==> config.mk <==
export PLATFORM = sky130hd
export DESIGN_NAME = dvp_ctrl
export DESIGN_NICKNAME = d
export VERILOG_FILES = /design/src/dvp_pkg.sv /design/src/dvp_ctrl.sv
export SDC_FILE = /design/constraint.sdc
export NUM_CORES = 2
export LEC_CHECK = 0
export BUFFER_PORTS_ARGS = -buffer_cell sky130_fd_sc_hd__buf_2
export CELL_PAD_IN_SITES_DETAIL_PLACEMENT = 1
export CELL_PAD_IN_SITES_GLOBAL_PLACEMENT = 1
export CORE_AREA = 2 2 371 373
export DETAILED_ROUTE_END_ITERATION = 10
export DIE_AREA = 0 0 373 375
export GPL_TIMING_DRIVEN = 1
export PLACE_DENSITY_LB_ADDON = 0.1
export SLEW_MARGIN = 20
export SYNTH_ARGS = -nofsm -noshare
export SYNTH_HDL_FRONTEND = slang
export SYNTH_SLANG_ARGS = --single-unit
export TNS_END_PERCENT = 30
==> constraint.sdc <==
create_clock -name clk_i -period 22.2 [get_ports clk_i]
set_input_delay 0 -clock clk_i [delete_from_list [all_inputs] [get_ports clk_i]]
set_output_delay 0 -clock clk_i [all_outputs]
set_load 0.02 [all_outputs]
==> src/dvp_pkg.sv <==
// Constants, register map and carrier types for the second DAC pair control block.
// Assumes a 32-bit classic Wishbone master and a serial audio link of 32 slots per half frame.
package dvp_pkg;
    // Register indices; byte address is four times the index
    localparam logic [5:0] IDX_UPDATE_CTRL = 6'h32;
    localparam logic [5:0] IDX_BOOST_MUTE = 6'h33;
    localparam logic [5:0] IDX_LEFT_ATT = 6'h34;
    localparam logic [5:0] IDX_RIGHT_ATT = 6'h35;
    localparam logic [5:0] IDX_ROLE_FMT = 6'h36;
    localparam logic [5:0] IDX_DEEMPH = 6'h37;
    localparam logic [5:0] IDX_STATUS = 6'h38;
    // Field positions
    localparam int UPD_SYNC_EN_BIT = 7;
    localparam int UPD_STROBE_R_BIT = 5;
    localparam int UPD_STROBE_L_BIT = 4;
    localparam int UPD_ZC_EN_BIT = 0;
    localparam int BM_BOOST_LSB = 2;
    localparam int BM_MUTE_R_BIT = 1;
    localparam int BM_MUTE_L_BIT = 0;
    localparam int CR_ROLE_LSB = 4;
    localparam int CR_FMT_LSB = 0;
    localparam int DE_EN_BIT = 3;
    localparam int DE_RATE_LSB = 0;
    localparam int ST_PEND_L_BIT = 0;
    localparam int ST_PEND_R_BIT = 1;
    localparam int ST_OVF_BIT = 2;
    localparam int ST_MASTER_BIT = 3;
    // Reset values and decode limits
    localparam logic RST_SYNC_EN = 1'b1;
    localparam logic [1:0] RST_BOOST = 2'h0;
    localparam logic [7:0] ATT_FULL = 8'hFF;
    localparam logic [7:0] ATT_MUTE_MAX = 8'h36;
    localparam logic [3:0] ROLE_SLAVE_AUTO = 4'h8;
    localparam logic [3:0] ROLE_MASTER_FIRST = 4'h1;
    localparam logic [3:0] ROLE_MASTER_LAST = 4'h6;
    localparam logic [1:0] RST_DEEMPH_RATE = 2'h0;
    // Zero-cross timeout in sample periods
    localparam int ZC_TIMEOUT_SAMPLES = 512;
    localparam logic [9:0] ZC_LAST = 10'(ZC_TIMEOUT_SAMPLES - 1);
    localparam logic [4:0] SLOT_LAST = 5'h1F;
    localparam logic [1:0] FIFO_DEPTH = 2'h2;
    // Half bit-clock period in system clocks per master ratio code
    localparam logic [2:0] MASTER_HALF [8] = '{3'h0, 3'h6, 3'h4, 3'h3, 3'h2, 3'h1, 3'h1, 3'h0};
    // Gain mantissas for 0.5 dB steps within one 6 dB octave, unity = 2^16
    localparam logic [16:0] ATT_MANT [12] = '{17'h1_0000, 17'h0_F1AE, 17'h0_E429, 17'h0_D766,
        17'h0_CB59, 17'h0_BFF9, 17'h0_B53C, 17'h0_AB19, 17'h0_A186, 17'h0_987D, 17'h0_8FF6,
        17'h0_87E8};

    typedef enum logic [1:0] {
        FMT_I2S = 2'h0,
        FMT_LJ = 2'h1,
        FMT_RJ24 = 2'h2,
        FMT_RJ16 = 2'h3
    } dvp_fmt_t;

    typedef enum logic [1:0] {
        UPD_IDLE = 2'h0,
        UPD_WAIT = 2'h1
    } dvp_upd_t;

    typedef struct packed {
        logic mute;
        logic [7:0] atten;
    } dvp_level_t;

    typedef struct packed {
        logic [23:0] left;
        logic [23:0] right;
    } dvp_frame_t;
endpackage

==> src/dvp_ctrl.sv <==
// Volume, mute, clock role and format control for the second DAC pair, with serial receiver.
// Assumes a classic Wishbone master on clk_i and an outside serial source on async pins.
// What this block does
// - With sync update and zero-cross enable both off, each written mute or level applies at once.
// - With sync update on, new levels wait for the channel's update strobe.
// - Update strobe bits clear themselves the cycle after being written.
// - After reset sync update reads 1 and both strobes read 0.
// - Zero-cross enable defers level changes to a zero crossing; resets to 0.
// - Without a zero crossing in 512 samples the pending change applies anyway.
// - Two-bit boost before attenuator: 0, 6, 12, 18 dB; resets to 0 dB.
// - A set mute bit forces that channel to zero; mute bits reset to 0.
// - Level code all-ones is 0 dB, 0.5 dB per step; 0x36 and below mute.
// - Both attenuation registers reset to all ones.
// - Slave takes frame sync and bit clock from outside; master generates both.
// - Clock role codes 1 to 6 decode as master; every other code, auto-detect 8 included, is slave.
// - Two-bit field selects I2S, left-justified, 24-bit or 16-bit right-justified.
// - De-emphasis enable, reset 0, switches the filter into the path.
// - De-emphasis rate: 00 44.1 kHz, 01 48 kHz, 10 32 kHz; resets 00.
//
// Our own choice: the Wishbone slave port.
module dvp_ctrl (
    input wire logic clk_i,
    input wire logic rst_i,
    input wire logic [7:0] wb_adr_i,
    input wire logic [31:0] wb_dat_i,
    input wire logic [3:0] wb_sel_i,
    input wire logic wb_we_i,
    input wire logic wb_cyc_i,
    input wire logic wb_stb_i,
    output logic [31:0] wb_dat_o,
    output logic wb_ack_o,
    input wire logic frame_sync_i,
    output logic frame_sync_o,
    output logic frame_sync_oe_o,
    input wire logic bit_clock_i,
    output logic bit_clock_o,
    output logic bit_clock_oe_o,
    input wire logic serial_data_i,
    output dvp_pkg::dvp_frame_t frame_o,
    output logic frame_valid_o,
    input wire logic frame_ready_i,
    output logic deemph_enable_o,
    output logic [1:0] deemph_rate_o
);
    function automatic logic is_master(input logic [3:0] role);
        return (role >= dvp_pkg::ROLE_MASTER_FIRST) && (role <= dvp_pkg::ROLE_MASTER_LAST);
    endfunction

    function automatic logic [23:0] boost_sat(input logic [23:0] s, input logic [1:0] sel);
        logic signed [26:0] w;
        w = 27'(signed'(s)) <<< sel;
        if (w > 27'sh07F_FFFF) begin
            boost_sat = 24'h7F_FFFF;
        end else if (w < 27'sh780_0000) begin
            boost_sat = 24'h80_0000;
        end else begin
            boost_sat = w[23:0];
        end
    endfunction

    function automatic logic [23:0] attenuate(input logic [23:0] s, input dvp_pkg::dvp_level_t lv);
        logic [7:0] k;
        logic [4:0] sh;
        logic [3:0] m;
        logic signed [41:0] p;
        k = dvp_pkg::ATT_FULL - lv.atten;
        sh = 5'(k / 8'h0C);
        m = 4'(k % 8'h0C);
        p = 42'(signed'(s)) * 42'(signed'({1'b0, dvp_pkg::ATT_MANT[m]}));
        p = p >>> (6'h10 + 6'(sh));
        if (lv.mute || lv.atten <= dvp_pkg::ATT_MUTE_MAX) begin
            attenuate = 24'h00_0000;
        end else begin
            attenuate = p[23:0];
        end
    endfunction

    // Bus and configuration state
    logic ack_reg, ack_next;
    logic [31:0] rdata_reg, rdata_next;
    logic sync_en_reg, sync_en_next;
    logic zc_en_reg, zc_en_next;
    logic [1:0] strb_reg, strb_next;
    logic [1:0] boost_reg, boost_next;
    dvp_pkg::dvp_level_t [1:0] shadow_reg, shadow_next;
    logic [3:0] role_reg, role_next;
    dvp_pkg::dvp_fmt_t fmt_reg, fmt_next;
    logic de_en_reg, de_en_next;
    logic [1:0] de_rate_reg, de_rate_next;
    logic ovf_reg, ovf_next;
    logic [5:0] idx;
    logic wr;
    logic [31:0] rd_val;
    logic [1:0] req;
    logic master;

    // Link state
    logic fs_s1_reg, fs_s2_reg, bc_s1_reg, bc_s2_reg, sd_s1_reg, sd_s2_reg;
    logic bc_d_reg, lr_prev_reg;
    logic bc_d_next, lr_prev_next;
    logic [31:0] sr_reg, sr_next;
    logic [23:0] left_hold_reg, left_hold_next;
    logic [2:0] div_reg, div_next;
    logic mbck_reg, mbck_next, mlrck_reg, mlrck_next;
    logic [4:0] slot_reg, slot_next;
    logic bck_rise, cap_valid, cap_left;
    logic [31:0] sr_in;
    logic [23:0] cap_word;

    // Update state
    dvp_pkg::dvp_upd_t [1:0] st_reg, st_next;
    logic [1:0][9:0] cnt_reg, cnt_next;
    dvp_pkg::dvp_level_t [1:0] act_reg, act_next;
    logic [1:0] sign_reg, sign_next;
    logic [1:0] ev, zc;

    // Output buffer
    dvp_pkg::dvp_frame_t fifo_mem [2];
    dvp_pkg::dvp_frame_t push_data;
    logic wp_reg, wp_next, rp_reg, rp_next;
    logic [1:0] cnt_f_reg, cnt_f_next;
    logic push_valid, in_ready, push, pop;

    assign idx = wb_adr_i[7:2];
    // Write lands on the edge where the master sees ack
    assign wr = wb_cyc_i && wb_stb_i && wb_we_i && ack_reg && wb_sel_i[0];
    assign master = is_master(role_reg);

    always_comb begin
        rd_val = 32'h0000_0000;
        case (idx)
            dvp_pkg::IDX_UPDATE_CTRL: begin
                rd_val[dvp_pkg::UPD_SYNC_EN_BIT] = sync_en_reg;
                rd_val[dvp_pkg::UPD_STROBE_R_BIT] = strb_reg[1];
                rd_val[dvp_pkg::UPD_STROBE_L_BIT] = strb_reg[0];
                rd_val[dvp_pkg::UPD_ZC_EN_BIT] = zc_en_reg;
            end
            dvp_pkg::IDX_BOOST_MUTE: begin
                rd_val[dvp_pkg::BM_BOOST_LSB +: 2] = boost_reg;
                rd_val[dvp_pkg::BM_MUTE_R_BIT] = shadow_reg[1].mute;
                rd_val[dvp_pkg::BM_MUTE_L_BIT] = shadow_reg[0].mute;
            end
            dvp_pkg::IDX_LEFT_ATT: rd_val[7:0] = shadow_reg[0].atten;
            dvp_pkg::IDX_RIGHT_ATT: rd_val[7:0] = shadow_reg[1].atten;
            dvp_pkg::IDX_ROLE_FMT: begin
                rd_val[dvp_pkg::CR_ROLE_LSB +: 4] = role_reg;
                rd_val[dvp_pkg::CR_FMT_LSB +: 2] = fmt_reg;
            end
            dvp_pkg::IDX_DEEMPH: begin
                rd_val[dvp_pkg::DE_EN_BIT] = de_en_reg;
                rd_val[dvp_pkg::DE_RATE_LSB +: 2] = de_rate_reg;
            end
            dvp_pkg::IDX_STATUS: begin
                rd_val[dvp_pkg::ST_PEND_L_BIT] = (st_reg[0] == dvp_pkg::UPD_WAIT);
                rd_val[dvp_pkg::ST_PEND_R_BIT] = (st_reg[1] == dvp_pkg::UPD_WAIT);
                rd_val[dvp_pkg::ST_OVF_BIT] = ovf_reg;
                rd_val[dvp_pkg::ST_MASTER_BIT] = master;
            end
            default: rd_val = 32'h0000_0000;
        endcase
    end

    always_comb begin
        ack_next = wb_cyc_i && wb_stb_i && !ack_reg;
        rdata_next = ack_next ? rd_val : rdata_reg;
        sync_en_next = sync_en_reg;
        zc_en_next = zc_en_reg;
        strb_next = 2'h0;
        boost_next = boost_reg;
        shadow_next = shadow_reg;
        role_next = role_reg;
        fmt_next = fmt_reg;
        de_en_next = de_en_reg;
        de_rate_next = de_rate_reg;
        ovf_next = ovf_reg;
        if (wr) begin
            case (idx)
                dvp_pkg::IDX_UPDATE_CTRL: begin
                    sync_en_next = wb_dat_i[dvp_pkg::UPD_SYNC_EN_BIT];
                    zc_en_next = wb_dat_i[dvp_pkg::UPD_ZC_EN_BIT];
                    strb_next[1] = wb_dat_i[dvp_pkg::UPD_STROBE_R_BIT];
                    strb_next[0] = wb_dat_i[dvp_pkg::UPD_STROBE_L_BIT];
                end
                dvp_pkg::IDX_BOOST_MUTE: begin
                    boost_next = wb_dat_i[dvp_pkg::BM_BOOST_LSB +: 2];
                    shadow_next[1].mute = wb_dat_i[dvp_pkg::BM_MUTE_R_BIT];
                    shadow_next[0].mute = wb_dat_i[dvp_pkg::BM_MUTE_L_BIT];
                end
                dvp_pkg::IDX_LEFT_ATT: shadow_next[0].atten = wb_dat_i[7:0];
                dvp_pkg::IDX_RIGHT_ATT: shadow_next[1].atten = wb_dat_i[7:0];
                dvp_pkg::IDX_ROLE_FMT: begin
                    role_next = wb_dat_i[dvp_pkg::CR_ROLE_LSB +: 4];
                    fmt_next = dvp_pkg::dvp_fmt_t'(wb_dat_i[dvp_pkg::CR_FMT_LSB +: 2]);
                end
                dvp_pkg::IDX_DEEMPH: begin
                    de_en_next = wb_dat_i[dvp_pkg::DE_EN_BIT];
                    de_rate_next = wb_dat_i[dvp_pkg::DE_RATE_LSB +: 2];
                end
                dvp_pkg::IDX_STATUS: begin
                    if (wb_dat_i[dvp_pkg::ST_OVF_BIT]) begin
                        ovf_next = 1'b0;
                    end
                end
                default: ovf_next = ovf_reg;
            endcase
        end
        // Overflow set beats a clear in the same cycle
        if (push_valid && !in_ready) begin
            ovf_next = 1'b1;
        end
    end

    // Strobe writes request only in sync mode; plain writes request otherwise
    always_comb begin
        for (int c = 0; c < 2; c++) begin
            if (sync_en_reg) begin
                req[c] = wr && (idx == dvp_pkg::IDX_UPDATE_CTRL) &&
                    wb_dat_i[c == 0 ? dvp_pkg::UPD_STROBE_L_BIT : dvp_pkg::UPD_STROBE_R_BIT];
            end else begin
                req[c] = wr && ((idx == dvp_pkg::IDX_BOOST_MUTE) ||
                    (idx == (c == 0 ? dvp_pkg::IDX_LEFT_ATT : dvp_pkg::IDX_RIGHT_ATT)));
            end
        end
    end

    always_ff @(posedge clk_i) begin
        if (rst_i) begin
            ack_reg <= 1'b0;
            rdata_reg <= 32'h0000_0000;
            sync_en_reg <= dvp_pkg::RST_SYNC_EN;
            zc_en_reg <= 1'b0;
            strb_reg <= 2'h0;
            boost_reg <= dvp_pkg::RST_BOOST;
            shadow_reg <= {2{1'b0, dvp_pkg::ATT_FULL}};
            role_reg <= dvp_pkg::ROLE_SLAVE_AUTO;
            fmt_reg <= dvp_pkg::FMT_I2S;
            de_en_reg <= 1'b0;
            de_rate_reg <= dvp_pkg::RST_DEEMPH_RATE;
            ovf_reg <= 1'b0;
        end else begin
            ack_reg <= ack_next;
            rdata_reg <= rdata_next;
            sync_en_reg <= sync_en_next;
            zc_en_reg <= zc_en_next;
            strb_reg <= strb_next;
            boost_reg <= boost_next;
            shadow_reg <= shadow_next;
            role_reg <= role_next;
            fmt_reg <= fmt_next;
            de_en_reg <= de_en_next;
            de_rate_reg <= de_rate_next;
            ovf_reg <= ovf_next;
        end
    end

    // Master clocks feed the same synchroniser so data and edges stay aligned
    always_comb begin
        div_next = 3'h0;
        mbck_next = 1'b0;
        mlrck_next = 1'b0;
        slot_next = 5'h00;
        if (master) begin
            div_next = div_reg + 3'h1;
            mbck_next = mbck_reg;
            mlrck_next = mlrck_reg;
            slot_next = slot_reg;
            // Ratio 192 runs slightly fast: half periods are whole clocks
            if (div_reg >= dvp_pkg::MASTER_HALF[role_reg[2:0]] - 3'h1) begin
                div_next = 3'h0;
                mbck_next = !mbck_reg;
                if (mbck_reg) begin
                    slot_next = slot_reg + 5'h01;
                    if (slot_reg == dvp_pkg::SLOT_LAST) begin
                        mlrck_next = !mlrck_reg;
                    end
                end
            end
        end
    end

    assign bck_rise = bc_s2_reg && !bc_d_reg;
    assign sr_in = {sr_reg[30:0], sd_s2_reg};
    assign cap_valid = bck_rise && (fs_s2_reg != lr_prev_reg);
    assign cap_left = (fmt_reg == dvp_pkg::FMT_I2S) ? !lr_prev_reg : lr_prev_reg;

    always_comb begin
        case (fmt_reg)
            dvp_pkg::FMT_I2S: cap_word = sr_in[31:8];
            dvp_pkg::FMT_LJ: cap_word = sr_reg[31:8];
            dvp_pkg::FMT_RJ24: cap_word = sr_reg[23:0];
            dvp_pkg::FMT_RJ16: cap_word = {sr_reg[15:0], 8'h00};
            default: cap_word = sr_reg[31:8];
        endcase
    end

    always_comb begin
        bc_d_next = bc_s2_reg;
        sr_next = bck_rise ? sr_in : sr_reg;
        lr_prev_next = bck_rise ? fs_s2_reg : lr_prev_reg;
        left_hold_next = (cap_valid && cap_left) ? cap_word : left_hold_reg;
    end

    always_ff @(posedge clk_i) begin
        if (rst_i) begin
            fs_s1_reg <= 1'b0;
            fs_s2_reg <= 1'b0;
            bc_s1_reg <= 1'b0;
            bc_s2_reg <= 1'b0;
            sd_s1_reg <= 1'b0;
            sd_s2_reg <= 1'b0;
            bc_d_reg <= 1'b0;
            lr_prev_reg <= 1'b0;
            sr_reg <= 32'h0000_0000;
            left_hold_reg <= 24'h00_0000;
            div_reg <= 3'h0;
            mbck_reg <= 1'b0;
            mlrck_reg <= 1'b0;
            slot_reg <= 5'h00;
        end else begin
            fs_s1_reg <= master ? mlrck_reg : frame_sync_i;
            fs_s2_reg <= fs_s1_reg;
            bc_s1_reg <= master ? mbck_reg : bit_clock_i;
            bc_s2_reg <= bc_s1_reg;
            sd_s1_reg <= serial_data_i;
            sd_s2_reg <= sd_s1_reg;
            bc_d_reg <= bc_d_next;
            lr_prev_reg <= lr_prev_next;
            sr_reg <= sr_next;
            left_hold_reg <= left_hold_next;
            div_reg <= div_next;
            mbck_reg <= mbck_next;
            mlrck_reg <= mlrck_next;
            slot_reg <= slot_next;
        end
    end

    always_comb begin
        st_next = st_reg;
        cnt_next = cnt_reg;
        act_next = act_reg;
        sign_next = sign_reg;
        for (int c = 0; c < 2; c++) begin
            ev[c] = cap_valid && (cap_left == (c == 0));
            zc[c] = ev[c] && ((cap_word[23] != sign_reg[c]) || (cap_word == 24'h00_0000));
            if (ev[c]) begin
                sign_next[c] = cap_word[23];
            end
            case (st_reg[c])
                dvp_pkg::UPD_IDLE: begin
                    if (req[c] && zc_en_reg) begin
                        st_next[c] = dvp_pkg::UPD_WAIT;
                        cnt_next[c] = 10'h000;
                    end else if (req[c]) begin
                        act_next[c] = shadow_next[c];
                    end
                end
                dvp_pkg::UPD_WAIT: begin
                    if (!zc_en_reg || zc[c] || (ev[c] && cnt_reg[c] == dvp_pkg::ZC_LAST)) begin
                        act_next[c] = shadow_reg[c];
                        st_next[c] = dvp_pkg::UPD_IDLE;
                    end else if (ev[c]) begin
                        cnt_next[c] = cnt_reg[c] + 10'h001;
                    end
                end
                default: st_next[c] = dvp_pkg::UPD_IDLE;
            endcase
        end
    end

    always_ff @(posedge clk_i) begin
        if (rst_i) begin
            st_reg[0] <= dvp_pkg::UPD_IDLE;
            st_reg[1] <= dvp_pkg::UPD_IDLE;
            cnt_reg <= 20'h0_0000;
            act_reg <= {2{1'b0, dvp_pkg::ATT_FULL}};
            sign_reg <= 2'h0;
        end else begin
            st_reg <= st_next;
            cnt_reg <= cnt_next;
            act_reg <= act_next;
            sign_reg <= sign_next;
        end
    end

    // Frame leaves when the right word arrives; the serial side cannot stall
    assign push_valid = cap_valid && !cap_left;
    assign push_data = {attenuate(boost_sat(left_hold_reg, boost_reg), act_reg[0]),
        attenuate(boost_sat(cap_word, boost_reg), act_reg[1])};
    assign in_ready = (cnt_f_reg != dvp_pkg::FIFO_DEPTH);
    assign push = push_valid && in_ready;
    assign pop = frame_valid_o && frame_ready_i;

    always_comb begin
        wp_next = push ? !wp_reg : wp_reg;
        rp_next = pop ? !rp_reg : rp_reg;
        cnt_f_next = cnt_f_reg + {1'b0, push} - {1'b0, pop};
    end

    always_ff @(posedge clk_i) begin
        if (rst_i) begin
            wp_reg <= 1'b0;
            rp_reg <= 1'b0;
            cnt_f_reg <= 2'h0;
            fifo_mem[0] <= '0;
            fifo_mem[1] <= '0;
        end else begin
            wp_reg <= wp_next;
            rp_reg <= rp_next;
            cnt_f_reg <= cnt_f_next;
            if (push) begin
                fifo_mem[wp_reg] <= push_data;
            end
        end
    end

    assign frame_o = fifo_mem[rp_reg];
    assign frame_valid_o = (cnt_f_reg != 2'h0);
    assign wb_dat_o = rdata_reg;
    assign wb_ack_o = ack_reg;
    assign bit_clock_o = mbck_reg;
    assign frame_sync_o = mlrck_reg;
    assign bit_clock_oe_o = master;
    assign frame_sync_oe_o = master;
    assign deemph_enable_o = de_en_reg;
    assign deemph_rate_o = de_rate_reg;
endmodule

==> results.txt <==
CTS tree = built
Routed vias/inst = 5.21
Post-Syn Instances = 5677
Clk pwr share = 48.7%
Max clock buf depth = 3
Core ar. = 0.136 mm^2
Setup TNS Final = 0 ns
Register bit total from synthesis = 259
Final count of pins violating max slew = 0
Post-DR wirelength/cell = 22.1 um
Synth async-reset ratio = 0%
DP Area = 0.0496 mm^2
Most frequent cells in the layout = 1025 x inv_1, 802 x fa_1, 756 x nor2_1
Port bufs = 88
Logic pwr share = 12.3%
CP startpoint = act_reg[3]
Buf/Inv on CP = 2
Crit-path slowest cell = fa_1
Area Overhead vs Synth = 8.20%
Post-layout minimum cycle time = 11.42 ns
Initial antenna violation count = 10
Setup violations, final = 0
Gr ovfl total = 0
First-pass GRT wire length = 260000 um
Final layout net count = 6736
Crit Path Max Fanout = 24
Critical Path RT = 22.44 ns
Pleak = 23.7 nW
Synth Cell Area = 0.0473 mm^2
TritonRoute pass-1 iters = 5
Crit end category = flip-flop
Switching share of total power = 27.7%
Worst vdd ir = 0.0433 mV
Synth Area in Compound Gates = 11.4%
Peak Freq = 0.0876 GHz
CTS Buf Count = 36
Max reg flops = 96
Starting density of the core = 34.7%
Gpl congestion = 0.890
Mux cell area share after synthesis = 5.13%
Final instance area = 0.0511 mm^2
CTS sink cnt = 259
Sequential share of power = 39.0%
Post-route ant nets = 0
Slew margin rel. = 23.0%
Fraction of layout cells with a size suffix above 1 = 8.03%
Post-Synth Adder-Cell Area = 40.1%
Most common cell after layout, fill and taps aside = inv_1
Total Routed Length = 165000 um
Crit Path Class = reg2reg
Largest cells by area after synthesis = fa_1 34%, inv_1 8.1%, dfxtp_1 6.9%, edfxtp_1 6.1%, ha_1 6.1%
Largest net degree at the start of global routing = 95
Die span in x = 373 um
Post-Synth Simple-Gate Area = 17.7%
Die area = 0.140 mm^2
Row count = 136
Detail Placement HPWL = 132000 um
Startpoint types = flip-flop
CTS H-tree depth = 2
Slew @ Worst Pin = 1.15 ns
CP arrival = 11.66 ns
P_sw = 0.000361 W
Seq/Total Area, Yosys = 13.0%
Yosys top cell by area = fa_1
Worst Hold Launch = wb_adr_i[3]
Ports = 142
Vias in the first global route = 42700
Clock slew at reported path FFs = 0.06 ns
Critical path's most frequent cell = fa_1
Yosys warning count = 0
Largest stage delay on the critical path = 1.00 ns
DRC marker count from the first detailed-route iteration = 2245
Largest family of logic cells by synthesized area = adder cells
Vias after detailed routing = 39000
Share of the synthesized area in the top cell type = 34.0%
Max-cap violations = 0
RSZ-0062 raised after global routing = no
Post-CTS Setup Bufs = 0
Worst Hold Class = in2reg
Post-synth EDFFs = 96
Final hold violations = 0
CTS root buf = clkbuf_16
Worst skew pair latency = 0.58 ns
Synth unique cells = 108
Int Power = 0.000942 W
Synth Area in XOR/XNOR = 1.70%
Largest delay share family, worst path = adder cells
Total power per unit cell area = 25.5 mW/mm^2
FF-to-FF Start = act_reg[3]
Total GRT Usage = 24.0%
Crit share post-route = 51.4%
Setup Skew = 0.0314 ns
Synth Area per Inst = 8.33 um^2
Die height = 375 um
Prevailing post-synth register cell = dfxtp_1
Final design utilization = 37.5%
DR DRC count = 0
Status = completed
[synth_stat cells, types with 35 or more instances]
cell      instances
o211ai_1         41
mux2_2           74
mux2i_1         102
a211oi_1         49
o21ai_1          40
clkbuf_1        201
buf_2            44
nand3_1          67
ha_1            230
fa_1            802
nand2_1         746
nor2_1          759
inv_1          1025
nand2b_1         36
xnor2_1          55
xor2_1           35
a21oi_1         255
nor3_1           88
edfxtp_1         96
and2_1           68
dfxtp_1         163
nor2b_1          41
o21ai_0         119
[metrics by stage]
stage / power, W / hold slack, ns / instances / worst slack (ns)
global route: 0.00136 / 0.0733 / 7473 / 10.02
CTS: 0.00133 / 0.0151 / 7471 / 10.80
detailed placement: 0.000679 / 0.240 / 7390 / 10.81
global placement: 0.000678 / 0.242 / 7390 / 10.94
finish: 0.00130 / 0.0579 / 7476 / 10.78
floorplan: 0.000625 / 0.125 / 5700 / 13.17
[worst register-to-register path, cell delays in order, from the launching register on]
cell and delay (ns):
dfxtp_1 0.85, nor2b_1 0.40, mux2_2 0.23, nor2_1 0.04
a2111oi_0 0.66, or3_1 0.62, o21ai_0 0.17, mux2_2 0.58
nor2_1 0.44, fa_1 0.55, fa_1 1.00, fa_1 0.54
fa_1 0.48, fa_1 0.55, inv_1 0.05, fa_1 0.53
inv_1 0.04, ha_1 0.40, nand2_1 0.18, nor2_1 0.25
and3_1 0.26, o21ai_0 0.16, a21oi_1 0.29, o21ai_0 0.15
nand3_1 0.36, nand2_1 0.34, o21ai_1 0.87, a221oi_1 0.13
[metal layers]
metal | GRT usage, % | part of all wire, %
met1 | 31.6 | 44
met3 | 2.17 | 3.7
met5 | 0 | 0.019
met2 | 42.0 | 49
met4 | 6.70 | 2.9
[timing repair]
item / CTS / global route
gates resized for setup: 0 / 0
hold buffers: 15 / 0
endpoints found under the setup margin: 0 / 0
endpoints found under the hold margin: 60 / 0
[power by group through the flow]
stage / Combinational (W) / Clock [W] / Sequential [W]
after floorplan: 0.000107 / 0 / 0.000518
after global placement: 0.000160 / 0 / 0.000518
after detailed placement: 0.000160 / 0 / 0.000518
after CTS: 0.000164 / 0.000653 / 0.000508
after global routing: 0.000173 / 0.000674 / 0.000509
final: 0.000161 / 0.000634 / 0.000508
[kinds of logic after synthesis]
kind of cell	after synthesis
flip-flops	259
adder cells (fa/ha/maj)	1032
XOR/XNOR	91
AO/OA/AOI/OAI	808
other	1
buffers and inverters	1330
multiplexers	202
AND/OR/NAND/NOR	1954
[worst paths after layout]
kind	cells after the start	slack [ns]	to
worst min-delay path	4	0.06	deemph_rate_o[0]
worst max-delay path	27	10.78	fifo_mem[0][35]
worst max register to register	27	10.78	fifo_mem[0][35]
worst min register to register	2	0.43	sr_reg[0]
[layout make-up]
type | instances | area [um^2]
well taps | 1794 | 2240
clock buffers | 44 | 991
multi-input cells | 4111 | 36100
flip-flops and latches | 259 | 6150
repair buffers | 215 | 1450
inverters | 1028 | 3860
fillers | 16200 | 85200
diodes | 3 | 7.51
clock inverters | 22 | 294
Power figures use the tool's default switching activity.
